File: src/ext_bus_regs.svh
// Constants for the external bus host interface
`ifndef EXT_BUS_REGS_SVH
`define EXT_BUS_REGS_SVH
// ------------------------------------------------------------
// Widths
// ------------------------------------------------------------
`define ADDR_W 32
`define DATA_W 48
`define BANK_W 4
`define PAGE_SEL_W 3
// ------------------------------------------------------------
// Field positions and values
// ------------------------------------------------------------
`define DRAM_BANK 0
`define PAGE_BASE_SHIFT 8
`define HOST_WAIT_CYCLES 4'h2
`define SLAVE_WAIT_CYCLES 4'h1
`define PAGE_SEL_RESET 3'h0
`define ACK_SETTLE_CYCLES 4'h4
`endif

File: src/ext_bus_pkg.sv
// Types for the external bus host interface
`include "ext_bus_regs.svh"
package ext_bus_pkg;
   typedef logic [`ADDR_W-1:0] addr_t;
   typedef logic [`DATA_W-1:0] data_t;
   // One core-side access request
   typedef struct packed {
      logic valid;
      logic write;
      logic cond_ok;
      logic [`BANK_W-1:0] bank;
      addr_t addr;
      data_t data;
   } core_req_s;
   // Outputs and enables of the shared bus
   typedef struct packed {
      addr_t addr;
      data_t data;
      logic [`BANK_W-1:0] bank_sel_n;
      logic rd_n;
      logic wr_n;
      logic sw_n;
      logic page;
      logic addr_oe;
      logic data_oe;
      logic ctl_oe;
   } bus_drive_s;
   typedef enum logic [2:0] {
      M_IDLE,
      M_ADDR,
      M_WAIT,
      M_HOLD
   } master_state_e;
endpackage : ext_bus_pkg

File: src/pin_sync.sv
// Two flip-flop synchroniser for a group of asynchronous pins
`timescale 1ns/1ps
module pin_sync #(
   parameter int WIDTH = 1,
   parameter logic [WIDTH-1:0] INIT = '1
) (
   input wire logic clock_in,
   input wire logic rst_n_in,
   input wire logic enable_in,
   input wire logic [WIDTH-1:0] async_in,
   output logic [WIDTH-1:0] sync_out
);
   logic [WIDTH-1:0] meta;
   // First stage is read only by the second stage
   always_ff @(posedge clock_in) begin
      if (!rst_n_in) begin
         meta <= INIT;
         sync_out <= INIT;
      end else if (enable_in) begin
         meta <= async_in;
         sync_out <= meta;
      end
   end
endmodule : pin_sync

File: src/external_bus_host_interface.sv
// External bus master, slave and host hand-over logic for one processor
// How it works
// - Write strobe low during our external writes and internal-memory writes.
// - Page output pulses when an access crosses a DRAM page boundary.
// - Page output only for bank 0 and only while we are master.
// - Only the bus master drives the timing reference output.
// - Sync write select warns early; write aborted if strobe never follows.
// - Sync write select asserted in the cycle the address is driven.
// - As slave, sync write select tells read from write.
// - Acknowledge driven low while our memory needs wait states on a bus-master access; not driven for a host access.
// - As slave, pull master's acknowledge low for needed cycles.
// - Master keeps acknowledge at last driven level when undriven.
// - Suspend low floats address, data, selects and strobes three clocks after the pin is sampled.
// - Access attempted under suspend stalls until suspend releases.
// - Host request low makes master release bus and assert grant.
// - Releasing bus floats address, data, select and strobe lines.
// - Host request beats all processor bus requests.
// - Grant stays low until host drops request; master drives it.
// - Host ready held low for waits during asynchronous host access.
// - Host ready driven only with a chip select and host request.
// - Read strobe low during our external reads and internal reads.
`timescale 1ns/1ps
`include "ext_bus_regs.svh"
module external_bus_host_interface
   import ext_bus_pkg::*;
(
   input wire logic clock_in,
   input wire logic rst_n_in,
   input wire logic clk_en_in,
   // Core side
   input wire core_req_s core_req_in,
   input wire logic [`PAGE_SEL_W-1:0] page_size_sel_in,
   input wire logic is_master_in,
   input wire logic [1:0] my_select_idx_in,
   input wire logic mp_win_in,
   output logic core_done_out,
   output logic core_stall_out,
   output data_t core_rdata_out,
   output logic mp_bus_request_n_out,
   // Slave-side internal memory port
   output logic mem_req_out,
   output logic mem_write_out,
   output addr_t mem_addr_out,
   output data_t mem_wdata_out,
   input wire data_t mem_rdata_in,
   // Shared bus, three signals per two-way pin
   input wire addr_t addr_in,
   input wire data_t data_in,
   input wire logic rd_n_in,
   input wire logic wr_n_in,
   input wire logic sync_write_select_n_in,
   input wire logic ack_in,
   input wire logic ack_oe_in,
   input wire logic suspend_bus_hiz_n_in,
   input wire logic host_bus_request_n_in,
   input wire logic proc_a_select_n_in,
   input wire logic proc_b_select_n_in,
   input wire logic proc_c_select_n_in,
   input wire logic proc_d_select_n_in,
   output bus_drive_s bus_out,
   output logic bus_timing_reference_out,
   output logic bus_timing_reference_oe_out,
   output logic ack_out,
   output logic ack_oe_out,
   output logic host_bus_grant_n_out,
   output logic host_bus_grant_n_oe_out,
   output logic host_ready_n_out,
   output logic host_ready_n_oe_out
);
   // ------------------------------------------------------------
   // Pin synchronisers
   // ------------------------------------------------------------
   logic s_rd_n, s_wr_n, s_sw_n, s_susp_n, s_hreq_n, s_ack;
   logic [3:0] s_sel_n;
   addr_t s_addr;
   data_t s_data;
   logic unused_bit;
   // Control pins idle high; bus values pass through the same kind of sync but reset to zero
   pin_sync #(.WIDTH(11), .INIT(11'h7FF)) u_ctl_sync (
      .clock_in(clock_in),
      .rst_n_in(rst_n_in),
      .enable_in(clk_en_in),
      .async_in({rd_n_in, wr_n_in, sync_write_select_n_in, suspend_bus_hiz_n_in,
                 host_bus_request_n_in, ack_in, proc_d_select_n_in,
                 proc_c_select_n_in, proc_b_select_n_in, proc_a_select_n_in,
                 1'b1}),
      .sync_out({s_rd_n, s_wr_n, s_sw_n, s_susp_n, s_hreq_n, s_ack, s_sel_n[3],
                 s_sel_n[2], s_sel_n[1], s_sel_n[0], unused_bit})
   );
   pin_sync #(.WIDTH(`ADDR_W + `DATA_W), .INIT('0)) u_bus_sync (
      .clock_in(clock_in),
      .rst_n_in(rst_n_in),
      .enable_in(clk_en_in),
      .async_in({addr_in, data_in}),
      .sync_out({s_addr, s_data})
   );

   // ------------------------------------------------------------
   // Helpers
   // ------------------------------------------------------------
   // Page index of an address for the selected page size
   function automatic addr_t page_of(input addr_t a, input logic [`PAGE_SEL_W-1:0] sel);
      page_of = a >> (`PAGE_BASE_SHIFT + int'(sel));
   endfunction : page_of

   // Access may begin only with the bus ours and no suspend seen or pending
   function automatic logic may_start(input logic valid, input logic own, input logic sn,
                                      input logic sd);
      may_start = valid && own && sn && !sd;
   endfunction : may_start

   // ------------------------------------------------------------
   // Host arbitration and grant
   // ------------------------------------------------------------
   logic granted;
   logic ack_keep;
   master_state_e state;
   logic host_req;
   assign host_req = !s_hreq_n;
   // Grant only when no master access is mid-cycle; host beats processor requests
   always_ff @(posedge clock_in) begin
      if (!rst_n_in) begin
         granted <= 1'b0;
      end else if (clk_en_in) begin
         if (!host_req) begin
            granted <= 1'b0;
         end else if (is_master_in && state == M_IDLE) begin
            granted <= 1'b1;
         end
      end
   end
   assign host_bus_grant_n_out = !granted;
   assign host_bus_grant_n_oe_out = is_master_in;

   // ------------------------------------------------------------
   // Processor bus request
   // ------------------------------------------------------------
   // Own processor request withheld while the host asks for the bus
   assign mp_bus_request_n_out = !(core_req_in.valid && !is_master_in && !host_req);

   // ------------------------------------------------------------
   // Wait settle timer
   // ------------------------------------------------------------
   logic [3:0] settle;
   // Synchronised acknowledge and data lag the strobe, so hold off the sample
   always_ff @(posedge clock_in) begin
      if (!rst_n_in) begin
         settle <= 4'h0;
      end else if (clk_en_in) begin
         if (state == M_ADDR) begin
            settle <= `ACK_SETTLE_CYCLES;
         end else if (state == M_WAIT && settle != 4'h0) begin
            settle <= settle - 4'h1;
         end
      end
   end

   // ------------------------------------------------------------
   // Master access sequencer
   // ------------------------------------------------------------
   logic own_bus;
   logic susp_d;
   addr_t last_page;
   logic last_page_ok;
   logic page_flag;
   core_req_s cur;
   assign own_bus = is_master_in && !granted && !host_req;
   // Suspend takes effect on the cycle after it is seen
   always_ff @(posedge clock_in) begin
      if (!rst_n_in) begin
         susp_d <= 1'b0;
      end else if (clk_en_in) begin
         susp_d <= !s_susp_n;
      end
   end
   always_ff @(posedge clock_in) begin
      if (!rst_n_in) begin
         state <= M_IDLE;
         cur <= '0;
         core_done_out <= 1'b0;
         core_rdata_out <= '0;
      end else if (clk_en_in) begin
         core_done_out <= 1'b0;
         case (state)
            M_IDLE: begin
               // Stall instead of starting while suspended
               if (may_start(core_req_in.valid, own_bus, s_susp_n, susp_d)) begin
                  cur <= core_req_in;
                  state <= M_ADDR;
               end
            end
            M_ADDR: begin
               state <= M_WAIT;
            end
            M_WAIT: begin
               // Completion needs settled acknowledge high and no suspend
               // Settle covers pin sync plus keeper, else a stale high slips through
               if (settle == 4'h0 && ack_keep && s_susp_n) begin
                  if (!cur.write) begin
                     core_rdata_out <= s_data;
                  end
                  core_done_out <= 1'b1;
                  state <= M_HOLD;
               end
            end
            M_HOLD: begin
               state <= M_IDLE;
            end
            default: begin
               state <= M_IDLE;
            end
         endcase
      end
   end
   assign core_stall_out = core_req_in.valid && (state != M_IDLE || !own_bus || !s_susp_n);

   // ------------------------------------------------------------
   // Page boundary tracking
   // ------------------------------------------------------------
   // Page boundary tracking for bank 0
   always_ff @(posedge clock_in) begin
      if (!rst_n_in) begin
         last_page <= '0;
         last_page_ok <= 1'b0;
         page_flag <= 1'b0;
      end else if (clk_en_in) begin
         page_flag <= 1'b0;
         if (state == M_IDLE && may_start(core_req_in.valid, own_bus, s_susp_n, susp_d)
             && core_req_in.bank == `BANK_W'(`DRAM_BANK)) begin
            page_flag <= !last_page_ok
                         || page_of(core_req_in.addr, page_size_sel_in) != last_page;
            last_page <= page_of(core_req_in.addr, page_size_sel_in);
            last_page_ok <= 1'b1;
         end
      end
   end

   // ------------------------------------------------------------
   // Acknowledge keeper
   // ------------------------------------------------------------
   // Keeper on the acknowledge pin as seen by the master
   always_ff @(posedge clock_in) begin
      if (!rst_n_in) begin
         ack_keep <= 1'b1;
      end else if (clk_en_in) begin
         if (ack_oe_in || ack_oe_out) begin
            ack_keep <= s_ack;
         end
      end
   end

   // ------------------------------------------------------------
   // Bus pin drive
   // ------------------------------------------------------------
   logic active;
   logic drive_ok;
   assign active = state == M_ADDR || state == M_WAIT;
   // Floating when suspended, granted away, or not master
   assign drive_ok = own_bus && !susp_d;
   always_ff @(posedge clock_in) begin
      if (!rst_n_in) begin
         bus_out <= '{addr: '0, data: '0, bank_sel_n: '1, rd_n: 1'b1, wr_n: 1'b1,
                      sw_n: 1'b1, page: 1'b0, addr_oe: 1'b0, data_oe: 1'b0,
                      ctl_oe: 1'b0};
      end else if (clk_en_in) begin
         bus_out.addr_oe <= drive_ok;
         bus_out.ctl_oe <= drive_ok;
         bus_out.data_oe <= drive_ok && cur.write && active;
         bus_out.addr <= cur.addr;
         bus_out.data <= cur.data;
         bus_out.bank_sel_n <= active ? ~(`BANK_W'(1) << cur.bank) : '1;
         bus_out.sw_n <= !(active && cur.write);
         bus_out.wr_n <= !(state == M_WAIT && cur.write && cur.cond_ok);
         bus_out.rd_n <= !(state == M_WAIT && !cur.write);
         bus_out.page <= page_flag && drive_ok;
      end
   end
   // Timing reference follows the core clock, driven only by the master
   assign bus_timing_reference_out = clock_in;
   assign bus_timing_reference_oe_out = drive_ok;

   // ------------------------------------------------------------
   // Slave access to internal memory
   // ------------------------------------------------------------
   logic my_sel, host_acc, mp_acc, slv_busy, slv_write;
   logic [3:0] slv_wait;
   assign my_sel = !s_sel_n[my_select_idx_in];
   assign host_acc = my_sel && host_req;
   // Master-to-slave access decoded from a select of ours on the shared bus
   assign mp_acc = !is_master_in && !host_req && my_sel;
   always_ff @(posedge clock_in) begin
      if (!rst_n_in) begin
         slv_busy <= 1'b0;
         slv_wait <= '0;
         slv_write <= 1'b0;
         mem_req_out <= 1'b0;
         mem_write_out <= 1'b0;
         mem_addr_out <= '0;
         mem_wdata_out <= '0;
      end else if (clk_en_in) begin
         mem_req_out <= 1'b0;
         if (!slv_busy && (host_acc || mp_acc) && (!s_rd_n || !s_sw_n)) begin
            slv_busy <= 1'b1;
            slv_write <= !s_sw_n;
            slv_wait <= host_acc ? `HOST_WAIT_CYCLES : `SLAVE_WAIT_CYCLES;
         end else if (slv_busy) begin
            if (slv_wait != 4'h0) begin
               slv_wait <= slv_wait - 4'h1;
            end else begin
               // Write completes only once the strobe arrives
               if (!slv_write || !s_wr_n) begin
                  mem_req_out <= 1'b1;
                  mem_write_out <= slv_write;
                  mem_addr_out <= s_addr;
                  mem_wdata_out <= s_data;
                  slv_busy <= 1'b0;
               end
               if (s_sw_n && s_wr_n && slv_write) begin
                  slv_busy <= 1'b0;
               end
            end
         end
      end
   end
   // Acknowledge low while wait states remain on a bus-master access
   assign ack_out = !(slv_busy && slv_wait != 4'h0);
   assign ack_oe_out = slv_busy && !host_acc;

   // ------------------------------------------------------------
   // Host ready
   // ------------------------------------------------------------
   // Ready held low during waits of an asynchronous host access
   assign host_ready_n_out = !(slv_busy && slv_wait != 4'h0);
   assign host_ready_n_oe_out = host_acc && !host_ready_n_out;
endmodule : external_bus_host_interface

File: config.mk
export PLATFORM = sky130hd
export DESIGN_NAME = external_bus_host_interface
export DESIGN_NICKNAME = d
export VERILOG_FILES = /design/src/ext_bus_pkg.sv /design/src/pin_sync.sv /design/src/external_bus_host_interface.sv
export VERILOG_INCLUDE_DIRS = /design/src
export SDC_FILE = /design/constraint.sdc
export NUM_CORES = 1
export LEC_CHECK = 0
export BUFFER_PORTS_ARGS = -buffer_cell sky130_fd_sc_hd__buf_2
export CAP_MARGIN = 10
export CORE_MARGIN = 5
export CORE_UTILIZATION = 50
export DETAILED_ROUTE_END_ITERATION = 10
export GPL_TIMING_DRIVEN = 0
export PLACE_DENSITY = 0.73
export SYNTH_ARGS = -nofsm -noshare
export SYNTH_HDL_FRONTEND = slang
export SYNTH_SLANG_ARGS = --single-unit
File: constraint.sdc
create_clock -name clock_in -period 2.16 [get_ports clock_in]
set_input_delay 0.324 -clock clock_in [delete_from_list [all_inputs] [get_ports clock_in]]
set_output_delay 0.324 -clock clock_in [all_outputs]
set_load 0.02 [all_outputs]
==> out/summary.txt <==
status -> finished, violations left
failing checks -> setup timing
post-synthesis sequential area ratio -> 50.3%
CP peak stage delay -> 520 ps
cells after synthesis -> 2156
post-synth top area share -> 50.3%
crit path cell chain -> mux4_2 -> o21a_1 -> buf_6
Worst Hold Class -> in2reg
met3 routed WL -> 3.11 mm
Worst Skew -> 16.8 ps
drt wl/cell -> 18.8 um
Initial Util -> 50.4%
Max Slew Vio Count -> 0
post-synth top area cell -> dfxtp_1
area grow syn2layout -> 32.1%
Die Area -> 0.0463 mm^2
asr flop ratio synth -> 0%
Pwr Total -> 21800 uW
Die W -> 215 um
Syn Nets -> 2400
post-route ant nets -> 0
1st-pass router iterations -> 8
minimum clock period -> 2250 ps
RSZ-0062 raised after global routing -> yes
first-pass GRT wire length -> 99.2 mm
die boundary height -> 215 um
Slew HR -> 29.3%
Netlist cell types -> 52
uppermost layer routed -> met4
setup tns final -> -111 ps
Setup-failing EPs final -> 2
gr ovfl total -> 0
wire length on met1 -> 27.4 mm
VDD IR max -> 0.565 mV
EDFF count, synth -> 0
Via density -> 5.23
antenna violations before repair -> 8
Crit path buffers/inverters -> 1
Static Leakage -> 0.0119 uW
commonest cells in the netlist -> dfxtp_1, nand2_1, mux2i_1
final non-filler cell total -> 3410
Hold Fails Final Rpt -> 0
Worst-Skew Late Latency -> 710 ps
PortBufs -> 414
Fill cells -> 3245
crit start category -> flop
Pwr Density -> 785 mW/mm^2
RD Place Congestion -> 0.906
Worst-Margin Slew -> 1060 ps
Yosys reg bits -> 528
DRT iter0 DRCs -> 1284
crit path capture type -> output port
Rows -> 75
nets -> 3070
pin count of the biggest net entering global routing -> 14
Peak Freq -> 445 MHz
Worst-path clk slew -> 60 ps
total core area -> 0.0418 mm^2
final worst slack -> -89.1 ps
slowest stage cell on the critical path -> mux4_2
met2 wire len -> 30.6 mm
DPL Wire Length -> 44.4 mm
yosys warns -> 0
DRC -> 0
most numerous cell in the Yosys netlist -> dfxtp_1
worst-path fanout max -> 3
Syn Area/Cell -> 9.76 um^2
top post-synthesis cells by area -> dfxtp_1, mux2i_1, nand2_1
final worst path period share -> 104%
main flop type after synthesis -> dfxtp_1
CP Class -> reg2out
CP arrival -> 1930 ps
MaxCap Viol Count -> 0
mapped cell area -> 0.0210 mm^2
number of global-route vias before repair -> 17900
CTS tree -> built
Inst Count DP -> 3109
total track usage -> 26.7%
data required time of the worst path -> 1840 ps
drt total wl -> 64.1 mm
share of post-route cells with drive strength above 1 -> 21.7%
Vias -> 17800
io pins -> 468
CP top delay family -> multiplexers
routing by layer:
metal / vias to the layer above / GRT usage, %
met3: 171 / 4.31
met4: 0 / 12.5
met2: 590 / 44.6
li1: 8518 / -
met1: 8544 / 34.0
met5: - / 0
stage by stage:
| stage | setup WS, ps | hold slack (ps) | util [%] | instance area (um^2) |
|---|---|---|---|---|
| finish | -89.1 | 167 | 66.6 | 27800 |
| floorplan | 219 | 436 | - | 21000 |
| CTS | -110 | 120 | 66.2 | 27600 |
| detailed placement | -553 | 455 | 56.9 | 23800 |
| global placement | -458 | 449 | 56.9 | 23800 |
| global route | -126 | 175 | 66.6 | 27800 |
cells in the final DEF (no fill, tap or decap), types with 6 or more instances in the layout:
master           n
a21boi_0       222
a21oi_1          9
and2_1           7
buf_1           25
buf_2          429
buf_4           39
buf_6            6
clkbuf_1        92
clkbuf_16       58
clkbuf_4         6
clkbuf_8        13
clkinv_2         8
dfxtp_1        523
diode_2          8
dlygate4sd3_1  178
inv_1            7
mux2i_1        282
mux4_2          17
nand2_1        508
nand2b_1         7
nand3_1          8
nor2_1           6
nor2b_1        251
nor4_1           7
o211a_1         21
o21ai_0         22
xnor2_1          6
xor2_1          16
cell families after synthesis:
| kind of cell | count (synthesis) | share of synthesized area, % |
|---|---|---|
| fa+ha+maj | 8 | 0.476 |
| buf+inv | 171 | 3.55 |
| simple gates | 826 | 18.5 |
| mux | 305 | 15.8 |
| xor+xnor | 22 | 0.916 |
| compound gates | 296 | 10.5 |
| flops | 528 | 50.3 |
area by class of cell:
type	count	area, um^2	share of cell area [%]
inverter	12	52.6	0.189
clock buffer	84	1680	6.05
tap	539	674	2.43
buffer	158	756	2.72
multi-input combinational	1457	9840	35.4
antenna	8	20.0	0.0720
timing repair buffer	610	4010	14.4
clock inverter	14	178	0.639
sequential	528	10600	38.1
state kept, by name, summed over array words and instances, names as in the netlist, 2 cells and up:
name                 cells
u_ctl_sync.sync_out     10
last_page               24
slv_wait                 4
core_rdata_out          48
mem_wdata_out           48
u_bus_sync.sync_out     80
cur                     86
u_ctl_sync.meta         10
settle                   4
state                    2
mem_addr_out            32
u_bus_sync.meta         80
bus_out                 90
final timing paths:
| check | startpoint | end | slack (ps) | cells after the start |
|---|---|---|---|---|
| setup / recovery | u_ctl_sync.sync_out[3] | ack_oe_out | -90 | 3 |
| hold / removal | clk_en_in | settle[2] | 170 | 3 |
| setup reg to reg | u_ctl_sync.sync_out[6] | last_page[8] | 100 | 9 |
| hold reg to reg | core_rdata_out[2] | core_rdata_out[2] | 460 | 2 |
what timing repair did:
item                                    CTS  global route
setup buffers                            14             6
hold buffers                            178             0
resized for setup                        44            43
hold endpoints to repair                178             0
gates cloned                              0             0
pin swaps                                 5             8
endpoints found under the setup margin  182           117
worst register-to-register path: cells and delay by family, from the launching register on:
family,cells,cell delay (ps)
buffers and inverters,4,790
AO/OA/AOI/OAI,1,140
AND/OR/NAND/NOR,4,740
flip-flops,1,300
report_power, final:
part           switching [uW]  total [uW]  internal, uW
clock                    3910        9750          5840
sequential                159       10100          9980
combinational             955        1920           966
total                    5020       21800         16800
Note: power is estimated with default switching activity, not from simulation.
